$ cat src/hdl/wdt_cfg.svh
// Register offsets, field positions, reset values and event bits of the watchdog
`ifndef WDT_CFG_SVH
`define WDT_CFG_SVH

// ****************************************
// Register byte offsets
// ****************************************
`define WDT_OFS_CONTROL 8'h00
`define WDT_OFS_RESTART 8'h04
`define WDT_OFS_LIMIT 8'h08
`define WDT_OFS_COUNT 8'h0c
`define WDT_OFS_PULSE_LEN 8'h10
`define WDT_OFS_IRQ_STATUS 8'h14
`define WDT_OFS_IRQ_MASK 8'h18

// ****************************************
// Field positions
// ****************************************
`define WDT_CTL_RUN_BIT 0
`define WDT_CTL_PEND_BIT 2
`define WDT_CTL_RST_EN_BIT 4
`define WDT_CTL_IRQ_EN_BIT 5
`define COUNT_RESTART_STROBE_BIT 0
`define WDT_PULSE_MSB 7

// ****************************************
// Reset values and event bits
// ****************************************
`define WDT_LIMIT_RST 32'h0000_ffff
`define WDT_PULSE_RST 8'hff
`define WDT_EVT_FIRST 0
`define WDT_EVT_SECOND 1
`define WDT_EVT_RESET 2
`define WDT_EVT_WIDTH 3

`endif

$ cat src/hdl/wdt_pkg.sv
// Types shared by the watchdog modules
package wdt_pkg;

  // Timeout sequencing phase
  typedef enum logic [1:0] {
    WDT_IDLE = 2'b00,
    WDT_FIRST = 2'b01,
    WDT_SECOND = 2'b10,
    WDT_PULSE = 2'b11
  } wdt_phase_t;

  // One decoded bus access, valid for a single cycle
  typedef struct packed {
    logic wr;
    logic rd;
    logic [7:0] addr;
    logic [31:0] wdata;
  } wdt_acc_t;

  // Signals towards the reset and interrupt side
  typedef struct packed {
    logic irq_to_core;
    logic irq_to_intc;
    logic reset_n;
    logic timeout_seen;
  } wdt_sys_t;

endpackage

$ cat src/hdl/wdt_apb_slave.sv
// APB slave front end of the watchdog: single-cycle access decode
`timescale 1ns/1ns
`include "wdt_cfg.svh"

module wdt_apb_slave (
  // Clock and reset
  input wire logic pclk,
  input wire logic presetn,
  // APB
  input wire logic psel,
  input wire logic penable,
  input wire logic pwrite,
  input wire logic [7:0] paddr,
  input wire logic [31:0] pwdata,
  output logic pready,
  output logic pslverr,
  // Decoded access
  output wdt_pkg::wdt_acc_t acc
);

  // ****************************************
  // State
  // ****************************************
  typedef struct packed {
    logic ready;
    logic err;
  } wdt_slv_t;

  wdt_slv_t st_ff;
  wdt_slv_t nxt_st;
  logic access;
  logic mapped;

  // Access is decoded in the first access cycle; ready is a flop, so the transfer completes one cycle later
  assign access = psel & penable & ~st_ff.ready;
  assign mapped = (paddr[1:0] == 2'h0) && (paddr <= `WDT_OFS_IRQ_MASK);

  // Next-state and access decode
  always_comb begin
    nxt_st.ready = access;
    nxt_st.err = access & ~mapped;
    acc.wr = access & pwrite & mapped;
    acc.rd = access & ~pwrite & mapped;
    acc.addr = paddr;
    acc.wdata = pwdata;
  end

  // Register stage
  always_ff @(posedge pclk or negedge presetn) begin
    if (!presetn) begin
      st_ff <= '0;
    end else begin
      st_ff <= nxt_st;
    end
  end

  assign pready = st_ff.ready;
  assign pslverr = st_ff.err;

endmodule

$ cat src/hdl/wdt_top.sv
// Two-stage watchdog timer with APB registers
//
// Our own choice: the APB slave port.
`timescale 1ns/1ns
`include "wdt_cfg.svh"

// Notes on behaviour
// Counter runs only while run enable set
// First timeout raises interrupt when enabled
// Second timeout asserts reset when enabled
// Pending bit set by timeout, write-one clears
// Restart register bit zero restarts count
// Timeout after limit register cycles
// Live count readable, resets to limit
// Reset low for programmed pulse cycles
// Software leaves limit, pulse alone while running
// All registers return to reset values
// Timeout-seen flag to clock manager
// Interrupt routed to core and controller
// Load, decrement, timeout at zero, reload
// Reserved bits read zero, writes ignored
module wdt_top #(
  parameter int CNT_W = 32,
  parameter int PULSE_W = 8
) (
  // Clock and reset
  input wire logic pclk,
  input wire logic presetn,
  // APB
  input wire logic psel,
  input wire logic penable,
  input wire logic pwrite,
  input wire logic [7:0] paddr,
  input wire logic [31:0] pwdata,
  output logic [31:0] prdata,
  output logic pready,
  output logic pslverr,
  // System side
  output logic wdt_irq,
  output logic irq_to_core,
  output logic irq_to_intc,
  output logic wdt_reset_n,
  output logic timeout_seen_flag
);

  // ****************************************
  // Parameter checks
  // ****************************************
  initial begin
    if (CNT_W != 32 || PULSE_W != 8 || `WDT_PULSE_MSB + 1 != PULSE_W) begin
      $error("wdt_top: register widths must be 32 and 8");
    end
  end

  // ****************************************
  // State
  // ****************************************
  typedef struct packed {
    logic watchdog_run_enable;
    logic timeout_irq_enable;
    logic timeout_reset_enable;
    logic timeout_irq_pending;
    logic [CNT_W-1:0] timeout_limit;
    logic [CNT_W-1:0] live_count;
    logic [PULSE_W-1:0] reset_pulse_cycles;
    logic [PULSE_W-1:0] pulse_left;
    wdt_pkg::wdt_phase_t phase;
    logic [`WDT_EVT_WIDTH-1:0] evt_status;
    logic [`WDT_EVT_WIDTH-1:0] evt_mask;
    logic [31:0] rdata;
    wdt_pkg::wdt_sys_t sys;
    logic irq;
  } wdt_state_t;

  wdt_state_t st_ff;
  wdt_state_t nxt_st;
  wdt_pkg::wdt_acc_t acc;
  logic [`WDT_EVT_WIDTH-1:0] evt;
  logic expire;
  logic restart;
  logic start;

  // ****************************************
  // Bus front end
  // ****************************************
  wdt_apb_slave u_slave (
    .pclk(pclk),
    .presetn(presetn),
    .psel(psel),
    .penable(penable),
    .pwrite(pwrite),
    .paddr(paddr),
    .pwdata(pwdata),
    .pready(pready),
    .pslverr(pslverr),
    .acc(acc)
  );

  // Restart strobe is write-only and stores nothing
  assign restart = acc.wr && acc.addr == `WDT_OFS_RESTART &&
                   acc.wdata[`COUNT_RESTART_STROBE_BIT];
  // Rising run enable loads the limit
  assign start = acc.wr && acc.addr == `WDT_OFS_CONTROL &&
                 acc.wdata[`WDT_CTL_RUN_BIT] && !st_ff.watchdog_run_enable;
  // Expiry when running count reaches zero
  assign expire = st_ff.watchdog_run_enable && st_ff.live_count == '0 &&
                  !restart && !start;

  // ****************************************
  // Next state
  // ****************************************
  always_comb begin
    nxt_st = st_ff;
    evt = '0;

    // Control register write; pending is write-one-to-clear
    if (acc.wr && acc.addr == `WDT_OFS_CONTROL) begin
      nxt_st.watchdog_run_enable = acc.wdata[`WDT_CTL_RUN_BIT];
      nxt_st.timeout_irq_enable = acc.wdata[`WDT_CTL_IRQ_EN_BIT];
      nxt_st.timeout_reset_enable = acc.wdata[`WDT_CTL_RST_EN_BIT];
      if (acc.wdata[`WDT_CTL_PEND_BIT]) begin
        nxt_st.timeout_irq_pending = 1'b0;
      end
    end
    // Limit and pulse length; writes while running are honoured but unsafe
    if (acc.wr && acc.addr == `WDT_OFS_LIMIT) begin
      nxt_st.timeout_limit = acc.wdata[CNT_W-1:0]; // see
    end
    if (acc.wr && acc.addr == `WDT_OFS_PULSE_LEN) begin
      nxt_st.reset_pulse_cycles = acc.wdata[`WDT_PULSE_MSB:0]; // see
    end
    if (acc.wr && acc.addr == `WDT_OFS_IRQ_MASK) begin
      nxt_st.evt_mask = acc.wdata[`WDT_EVT_WIDTH-1:0];
    end

    // Counter: load on start or restart, hold at limit when disabled
    if (start || restart) begin
      nxt_st.live_count = st_ff.timeout_limit;
      if (restart) begin
        nxt_st.phase = wdt_pkg::WDT_IDLE;
      end
    end else if (!st_ff.watchdog_run_enable) begin
      nxt_st.live_count = st_ff.timeout_limit;
      nxt_st.phase = wdt_pkg::WDT_IDLE;
    end else if (expire) begin
      nxt_st.live_count = st_ff.timeout_limit;
    end else begin
      nxt_st.live_count = st_ff.live_count - 1'b1;
    end

    // Timeout sequencing
    if (expire) begin
      nxt_st.sys.timeout_seen = 1'b1;
      unique case (st_ff.phase)
        wdt_pkg::WDT_IDLE: begin
          nxt_st.phase = wdt_pkg::WDT_FIRST;
          evt[`WDT_EVT_FIRST] = 1'b1;
          if (st_ff.timeout_irq_enable) begin
            nxt_st.timeout_irq_pending = 1'b1; // see
          end
        end
        wdt_pkg::WDT_FIRST: begin
          evt[`WDT_EVT_SECOND] = 1'b1;
          nxt_st.phase = wdt_pkg::WDT_SECOND;
          if (st_ff.timeout_reset_enable) begin
            nxt_st.phase = wdt_pkg::WDT_PULSE;
            nxt_st.pulse_left = st_ff.reset_pulse_cycles;
            evt[`WDT_EVT_RESET] = 1'b1;
          end
        end
        wdt_pkg::WDT_SECOND: begin
          nxt_st.phase = wdt_pkg::WDT_SECOND;
        end
        wdt_pkg::WDT_PULSE: begin
          nxt_st.phase = wdt_pkg::WDT_PULSE;
        end
      endcase
    end

    // Reset pulse countdown, independent of later restarts
    if (st_ff.pulse_left != '0) begin
      nxt_st.pulse_left = st_ff.pulse_left - 1'b1;
    end
    if (st_ff.phase == wdt_pkg::WDT_PULSE && !restart && st_ff.pulse_left == '0 &&
        !expire) begin
      nxt_st.phase = wdt_pkg::WDT_SECOND;
    end
    nxt_st.sys.reset_n = !(nxt_st.pulse_left != '0);

    // Read data; read of status clears it, new events win
    nxt_st.rdata = '0;
    if (acc.rd) begin
      unique case (acc.addr)
        `WDT_OFS_CONTROL: begin
          nxt_st.rdata[`WDT_CTL_RUN_BIT] = st_ff.watchdog_run_enable;
          nxt_st.rdata[`WDT_CTL_PEND_BIT] = st_ff.timeout_irq_pending;
          nxt_st.rdata[`WDT_CTL_RST_EN_BIT] = st_ff.timeout_reset_enable;
          nxt_st.rdata[`WDT_CTL_IRQ_EN_BIT] = st_ff.timeout_irq_enable;
        end
        `WDT_OFS_LIMIT: nxt_st.rdata = st_ff.timeout_limit;
        `WDT_OFS_COUNT: nxt_st.rdata = st_ff.live_count;
        `WDT_OFS_PULSE_LEN: nxt_st.rdata[`WDT_PULSE_MSB:0] = st_ff.reset_pulse_cycles;
        `WDT_OFS_IRQ_STATUS: begin
          nxt_st.rdata[`WDT_EVT_WIDTH-1:0] = st_ff.evt_status;
          nxt_st.evt_status = '0;
        end
        `WDT_OFS_IRQ_MASK: nxt_st.rdata[`WDT_EVT_WIDTH-1:0] = st_ff.evt_mask;
        default: nxt_st.rdata = '0;
      endcase
    end
    nxt_st.evt_status = nxt_st.evt_status | evt;

    // Pending overrides clear in the same cycle
    if (expire && st_ff.phase == wdt_pkg::WDT_IDLE && st_ff.timeout_irq_enable) begin
      nxt_st.timeout_irq_pending = 1'b1;
    end

    // Interrupt to core and to the interrupt controller
    nxt_st.sys.irq_to_core = nxt_st.timeout_irq_pending;
    nxt_st.sys.irq_to_intc = nxt_st.timeout_irq_pending;
    nxt_st.irq = |(nxt_st.evt_status & nxt_st.evt_mask);
  end

  // ****************************************
  // Register stage
  // ****************************************
  // Async reset gives every register its reset value
  always_ff @(posedge pclk or negedge presetn) begin
    if (!presetn) begin
      st_ff <= '0;
      st_ff.timeout_limit <= `WDT_LIMIT_RST;
      st_ff.live_count <= `WDT_LIMIT_RST;
      st_ff.reset_pulse_cycles <= `WDT_PULSE_RST;
      st_ff.phase <= wdt_pkg::WDT_IDLE;
      st_ff.sys.reset_n <= 1'b1;
    end else begin
      st_ff <= nxt_st;
    end
  end

  // Outputs straight from flops
  assign prdata = st_ff.rdata;
  assign wdt_irq = st_ff.irq;
  assign irq_to_core = st_ff.sys.irq_to_core;
  assign irq_to_intc = st_ff.sys.irq_to_intc;
  assign wdt_reset_n = st_ff.sys.reset_n;
  assign timeout_seen_flag = st_ff.sys.timeout_seen;

endmodule

$ cat config.mk
export PLATFORM = sky130hd
export DESIGN_NAME = wdt_top
export DESIGN_NICKNAME = d
export VERILOG_FILES = /design/src/hdl/wdt_pkg.sv /design/src/hdl/wdt_apb_slave.sv /design/src/hdl/wdt_top.sv
export VERILOG_INCLUDE_DIRS = /design/src /design/src/hdl
export SDC_FILE = /design/constraint.sdc
export NUM_CORES = 1
export LEC_CHECK = 0
export BUFFER_PORTS_ARGS = -buffer_cell sky130_fd_sc_hd__buf_2
export CORE_UTILIZATION = 50
export DETAILED_ROUTE_END_ITERATION = 10
export HOLD_SLACK_MARGIN = 0.1
export PLACE_DENSITY = 0.72
export SYNTH_ARGS = -nofsm -noshare
export SYNTH_HDL_FRONTEND = slang
export SYNTH_SLANG_ARGS = --single-unit
$ cat constraint.sdc
create_clock -name pclk -period 4.22 [get_ports pclk]
set_input_delay 0.633 -clock pclk [delete_from_list [all_inputs] [get_ports pclk]]
set_output_delay 0.633 -clock pclk [all_outputs]
set_load 0.02 [all_outputs]
# After elaboration in Yosys (flattened, before gate mapping)
# Index checks and enable logic that the tools add are counted.
# op_classes
muxes,33
order_cmp,1
addsub,2
n_bitwise,12
eq_ne,11
n_reduce_logical,32
# op_table
operator,n
$mux 32,4
$pmux 24 s2,1
$logic_not 32->1,1
$sub 32x1->32 const B,1
$eq 8x5->1 const B,3
$mux 10,2
$logic_and 1x1->1,17
$eq 8x4->1 const B,2
$logic_not 8->1,2
$mux 8,2
$pmux 2 s4,2
$reduce_bool 8->1,2
$mux 3,4
$pmux 1 s6,2
$mux 2,5
$eq 8x3->1 const B,1
$le 8x5->1 const B,1
$mux 1,8
$sub 8x1->8 const B,1
$and 1x1->1,7
$pmux 2 s3,1
$logic_not 1->1,5
$pmux 1 s5,1
$eq 2x2->1 const B,2
other kinds (11),14
# totals
in_bits,45
elab_cells,108
output_inout_bits,39
register_bits,129

# Longest topological paths before layout
# Gate-level depths: netlist of run 1.
# depth
ltp_word,13
mapped_depth,9

# Modules after synthesis
# A second synthesis of run 1 with hierarchy kept.
# unflattened
cells_unflattened,612
hier_area_um2,6655.1
# by_module_without_submodules
mod,area_each_um2,seq_area_each_um2,instances,cells_each
wdt_top,6233.5,3229.3,1,560
wdt_apb_slave,421.7,50.0,1,52

# Worst setup path after synthesis of run 1
# OpenSTA, ideal clock, no wires.
# synth_path
kind,input to register
from,input port paddr[7]
to,"register st_ff, in the netlist wdt_irq"
path_buffers,1
cell_stages,7
required_ns,4.094
setup_time_ns,0.126
path_slack_ns,1.457
arrival_time_ns,2.636
cell_sequence,or4_1 -> clkbuf_1 -> nor4_1 -> and3_1 -> mux2_2 -> a21boi_1 -> a221o_1
# synth_lines
element,line_no,source
start: declaration,wdt_top.sv:33,"input wire logic [7:0] paddr,"
end signal: assignment,wdt_top.sv:237,st_ff <= nxt_st;
end: declaration,wdt_top.sv:75,wdt_state_t st_ff;

==> results of run 1 <==
[registers in the layout, indices dropped and copies added (netlist names)]
signal / cells
st_ff: 91
u_slave.pslverr: 1
timeout_seen_flag: 1
wdt_reset_n: 1
wdt_irq: 1
prdata: 32
u_slave.pready: 1
irq_to_intc: 1
[kinds of logic (layout without fill, tap and decap cells)]
logic type      after synthesis  count (layout)  synth area share, %
simple gates                187             187                15.24
flops                       129             129                52.29
mux                          83              83                14.21
compound gates               78              78                8.001
buf+inv                      62             130                5.686
xor+xnor                     27              27                3.771
fa+ha+maj                     4               4               0.7981
[cells in the mapped netlist (all sizes together), types with 2 or more instances]
cell type / n
o21a: 2
nor2b: 3
nor4b: 3
a21oi: 37
or2: 2
nand2: 21
o31ai: 3
nand4: 4
a22oi: 3
nand2b: 4
mux2: 48
and2: 2
buf: 38
nor3: 13
and3: 2
inv: 7
nor3b: 5
a31oi: 7
o21ai: 8
a211oi: 2
xnor2: 20
o22ai: 3
dfrtp: 88
or4: 7
nand3: 8
mux2i: 35
nor4: 13
nand3b: 3
o41ai: 2
a221oi: 3
or3: 7
clkbuf: 17
nor2: 87
xor2: 7
ha: 4
dfstp: 41
[stage by stage]
| step | instance area [sq um] | util, % | cells | hold slack [ns] |
|---|---|---|---|---|
| floorplan | 6271 | - | 570 | 0.3374 |
| global placement | 6634 | 54.77 | 774 | 0.4462 |
| detailed placement | 6634 | 54.77 | 774 | 0.4498 |
| CTS | 7229 | 59.69 | 806 | 0.3211 |
| global route | 7229 | 59.69 | 806 | 0.3650 |
| finish | 7229 | 59.69 | 806 | 0.2957 |
[path summary, 6_finish.rpt]
path                              startpoint                end  cells past startpoint
setup / recovery                   st_ff[87]          st_ff[72]                      7
hold / removal                       presetn          st_ff[50]                      1
setup reg to reg                   st_ff[87]          st_ff[72]                      7
hold reg to reg            timeout_seen_flag  timeout_seen_flag                      1
min in group pclk                 pwdata[29]         st_ff[122]                      2
max in group asynchronous            presetn          st_ff[69]                      2
[report_power, final]
part | total (uW) | internal [uW] | switching, uW | leakage (uW)
logic | 198 | 81.5 | 116 | 0.00152
clock network | 1480 | 949 | 528 | 0.000293
registers | 1260 | 1250 | 8.59 | 0.00160
total | 2930 | 2280 | 653 | 0.00342
[metal layers]
layer | global-route usage (%) | wire length [um]
met3 | 4.835 | 572
met5 | 0 | 0
met4 | 9.524 | 236
met2 | 36.69 | 6663
met1 | 28.73 | 5981
[critical path, cell delays in order, from the launching register on]
cell and delay [ns]:
dfrtp_1 0.42, or4_4 0.57, or4_1 0.48, nor4_1 0.76, nor3b_2 0.08, buf_4 0.34, and3b_1 0.27, nor2_1 0.08
[cells in the final DEF, fill, tap and decap left out, drive strengths merged, types with 8 or more instances in the layout]
cell	synthesis	final
dfstp	41	41
buf	38	91
mux2i	35	35
nor4	13	13
clkbuf	17	20
nor3	13	13
nor2	87	87
xnor2	20	20
mux2	48	48
o21ai	8	8
a21oi	37	37
dfrtp	88	88
nand3	8	8
nand2	21	21
[final cells by class]
| class | instances | share of cell area, % |
|---|---|---|
| Clock inverter | 12 | 1.921 |
| Inverter | 7 | 0.3634 |
| Timing Repair Buffer | 91 | 6.611 |
| Clock buffer | 20 | 6.317 |
| Sequential cell | 129 | 45.36 |
| Tap cell | 168 | 2.908 |
| Multi-Input combinational cell | 379 | 36.52 |
==> flow_summary.ini, run 1 <==
[timing]
min_period_ns = 3.106
final_max_slew_viol_count = 0
tns_ns = 0
grt_setup_unrepaired = no
hold_viol = 0
max_clock_freq_mhz = 321.9
clock_skew_ns = 0.009345
setup_viol = 0
tightest_slew_ns = 0.9697
finalCritPeriodShare_pct = 73.61
fin_ws_ns = 1.114
maxSlewHeadroom_pct = 34.75

[power]
p_total_uw = 2934
p_leak_uw = 0.003416
p_per_area_nw_per_um2 = 405.8
peakVddDrop_uv = 250.2

[route]
via_per_inst = 5.515
ant_nets = 0
first_pass_iters = 5
avgRoutedWirePerCell_um = 16.69
drc = 0
drt-initial-drc-count = 215
vias = 4445
wl_um = 13450

[min_path]
hold_class = input pin to async pin

[global_routing]
grt-ovfl-total = 0
grt_first_pass_wirelength_um = 22270
grt_max_degree = 63
grt.total_usage_pct = 22.38
grt_pass1_vias = 4440
antenna_found_initial = 0

[die]
rows = 40
ios = 84
dieArea_sq_um = 12990
die_h_um = 114.0
die-width_um = 114.0
start_util_pct = 51.78
core-area_sq_um = 12110

[layout]
nets = 674
seq_area_sq_um = 3279
nFillCells = 1039
antennaDiodeCount = 0
synthToLayoutAreaGrowth_pct = 15.28
multi_input_area_sq_um = 2640
drive_above_1_share_pct = 35.42

[placed_design]
portBuffers = 83
gp_congestion = 0.8724
dp_hpwl_um = 9063
place_ws_ns = 1.121

[setup_path]
worstSetupEndpointType = flip-flop
crit_type = flip-flop to flip-flop
critical_path.max_fanout = 62
start_kind = flip-flop
cp.required_ns = 4.58
reg2reg_slack_ns = 1.11
worst-endpoint-arrival_ns = 3.47

[cts]
clockBufferDepth = 2
cts-buffers-inserted = 17
path_clk_slew_ns = 0.06
cts_hold_buffers = 0
cts_tree = yes
h-tree-depth = 4
clkLatencyLatePin_ns = 0.42
cts-resized-gates = 0
clkSinkCount = 129
post-cts-setup-buffers = 0
cts_root_buffer = clkbuf_16

[logic_synthesis]
synth_ff_type = dfrtp_1
yosys.area.top_type = dfrtp_1
yosysTopAreaCellShare_pct = 35.12
async_flop_share_pct = 100.0
synth_edf_count = 0
seq_area_frac_synth_pct = 52.29
ys_seq_elements = 129
ys_top_cells_by_area = dfrtp_1, dfstp_2, mux2_2, mux2i_1, nor2_1
yosysUniqueCellTypes = 59
synth_nets = 619
synth_warnings = 0
avgSynthCellArea_sq_um = 11.00
syn_area_sq_um = 6271
synthCells = 570

[run_status]
status = finished, final reports clean

[flow_run]
cap_violations = 0
Note: power is estimated with default switching activity, not from simulation.
==> run 2: changes to the inputs <==
Settings changed: PLACE_DENSITY 0.72 to 0.75.
Clock period 4.22 ns to 2.7 ns, I/O delays scaled along.
==> flow_summary.ini, run 2 (synthesized netlist as in run 1, its figures left out) <==
[timing]
hold_viol = 0
maxSlewHeadroom_pct = 48.90
clock_skew_ns = 0.006071
grt_setup_unrepaired = no
min_period_ns = 2.627
setup_viol = 0
tns_ns = 0
finalCritPeriodShare_pct = 97.30
tightest_slew_ns = 0.7657
max_clock_freq_mhz = 380.6
final_max_slew_viol_count = 0

[cts]
cts-buffers-inserted = 17
clkLatencyLatePin_ns = 0.42
cts_root_buffer = clkbuf_16
h-tree-depth = 4
path_clk_slew_ns = 0.05
cts_tree = yes
clkSinkCount = 129
clockBufferDepth = 2

[route]
avgRoutedWirePerCell_um = 16.34
first_pass_iters = 4
maxUsedRoutingLayer = met4
ant_nets = 0
met2_wirelength_um = 6947
wl_um = 13690
via_per_inst = 5.473
wirelength_met1_um = 5999
drt-initial-drc-count = 251
vias = 4586
dr_wl_met3_um = 480
drc = 0

[placed_design]
portBuffers = 83
dp_hpwl_um = 9572
gp_congestion = 0.8596

[global_routing]
antenna_found_initial = 0
grt-ovfl-total = 0
grt_pass1_vias = 4625
grt_first_pass_wirelength_um = 22540
grt_max_degree = 57
grt.total_usage_pct = 22.75

[setup_path]
slowest_stage = or4_4
cp.required_ns = 3.00
slowest_delay_ns = 0.54
worst-endpoint-arrival_ns = 2.93
critical_path.max_fanout = 4
crit_type = flip-flop to flip-flop
worstSetupEndpointType = flip-flop
start_kind = flip-flop
crit_path_cell_trace = or4_4 > or4_4 > or4_4 > or3_4 > o21ai_1 > a21oi_1
crit_path_frequent_cell = or4_4

[die]
rows = 40
die-width_um = 114.0
start_util_pct = 51.78
die_h_um = 114.0
dieArea_sq_um = 12990
core-area_sq_um = 12110
ios = 84

[min_path]
hold_class = input pin to flip-flop

[power]
p_per_area_nw_per_um2 = 621.0
peakVddDrop_uv = 438.1
p_leak_uw = 0.003627

[layout]
nets = 706
top_register = st_ff
seq_area_sq_um = 3279
final_common_cell = dfrtp_1
antennaDiodeCount = 0
nFillCells = 1004
fin_util_pct = 62.74
largest_reg_flops = 91
multi_input_area_sq_um = 2684
layout_common_cells = dfrtp_1, nor2_1, buf_2
synthToLayoutAreaGrowth_pct = 21.17
drive_above_1_share_pct = 39.10

[run_status]
status = finished, final reports clean

[flow_run]
cap_violations = 0
## run 2: path summary, 6_finish.rpt
check	endpoint	startpoint	depth (start not counted)	slack (ns)
max	st_ff[45]	st_ff[86]	6	0.07
min	st_ff[114]	pwdata[21]	2	0.21
max reg2reg	st_ff[45]	st_ff[86]	6	0.07
min reg2reg	u_slave.pready	u_slave.pready	1	0.46
max in group asynchronous	st_ff[108]	presetn	3	1.60
min in group asynchronous	st_ff[128]	presetn	2	0.41
## run 2: where the power goes
| group | leakage (uW) | internal [uW] | total [uW] | switching (uW) |
|---|---|---|---|---|
| Clock | 0.000292 | 1570 | 2420 | 850 |
| Combinational | 0.00173 | 145 | 337 | 191 |
| Sequential | 0.00160 | 1950 | 1970 | 12.1 |
## run 2: worst max-delay path: cells and delay by family (launching register included)
family / cells / cell delay (ns)
AO/OA/AOI/OAI: 2 / 0.20
AND/OR/NAND/NOR: 4 / 1.91
flip-flops: 1 / 0.39
## run 2: routing by layer
metal	global-route usage [%]	up-vias
met2	37.45	90
met3	5.792	26
met5	0	-
met1	28.21	2304
met4	10.48	0
li1	-	2166
## run 2: metrics by stage
step	std cells	hold slack [ns]	total power [uW]	worst slack [ns]	cell area [sq um]
2_1_floorplan	570	0.1094	2189	0.08103	6271
3_3_place_gp	803	0.3011	2319	0.03286	6889
3_5_place_dp	803	0.2980	2326	0.01882	6889
4_1_cts	838	0.1947	4763	0.0007987	7579
5_1_grt	838	0.1968	4890	0.005072	7599
6_report	838	0.2116	4719	0.07285	7599
## run 2: final cells by class
cell class              count  area share, %
well taps                 168          2.766
clock buffers              19          5.829
repair buffers            123          10.14
multi-input cells         379          35.32
flip-flops and latches    129          43.16
clock inverters            13          2.437
inverters                   7         0.3458
## run 2: timing repair
item	CTS	global route
pin swaps	5	3
gates resized for setup	5	3
buffers inserted	2	0
hold endpoints to repair	15	0
hold buffers	1	0
setup endpoints to repair	2	31
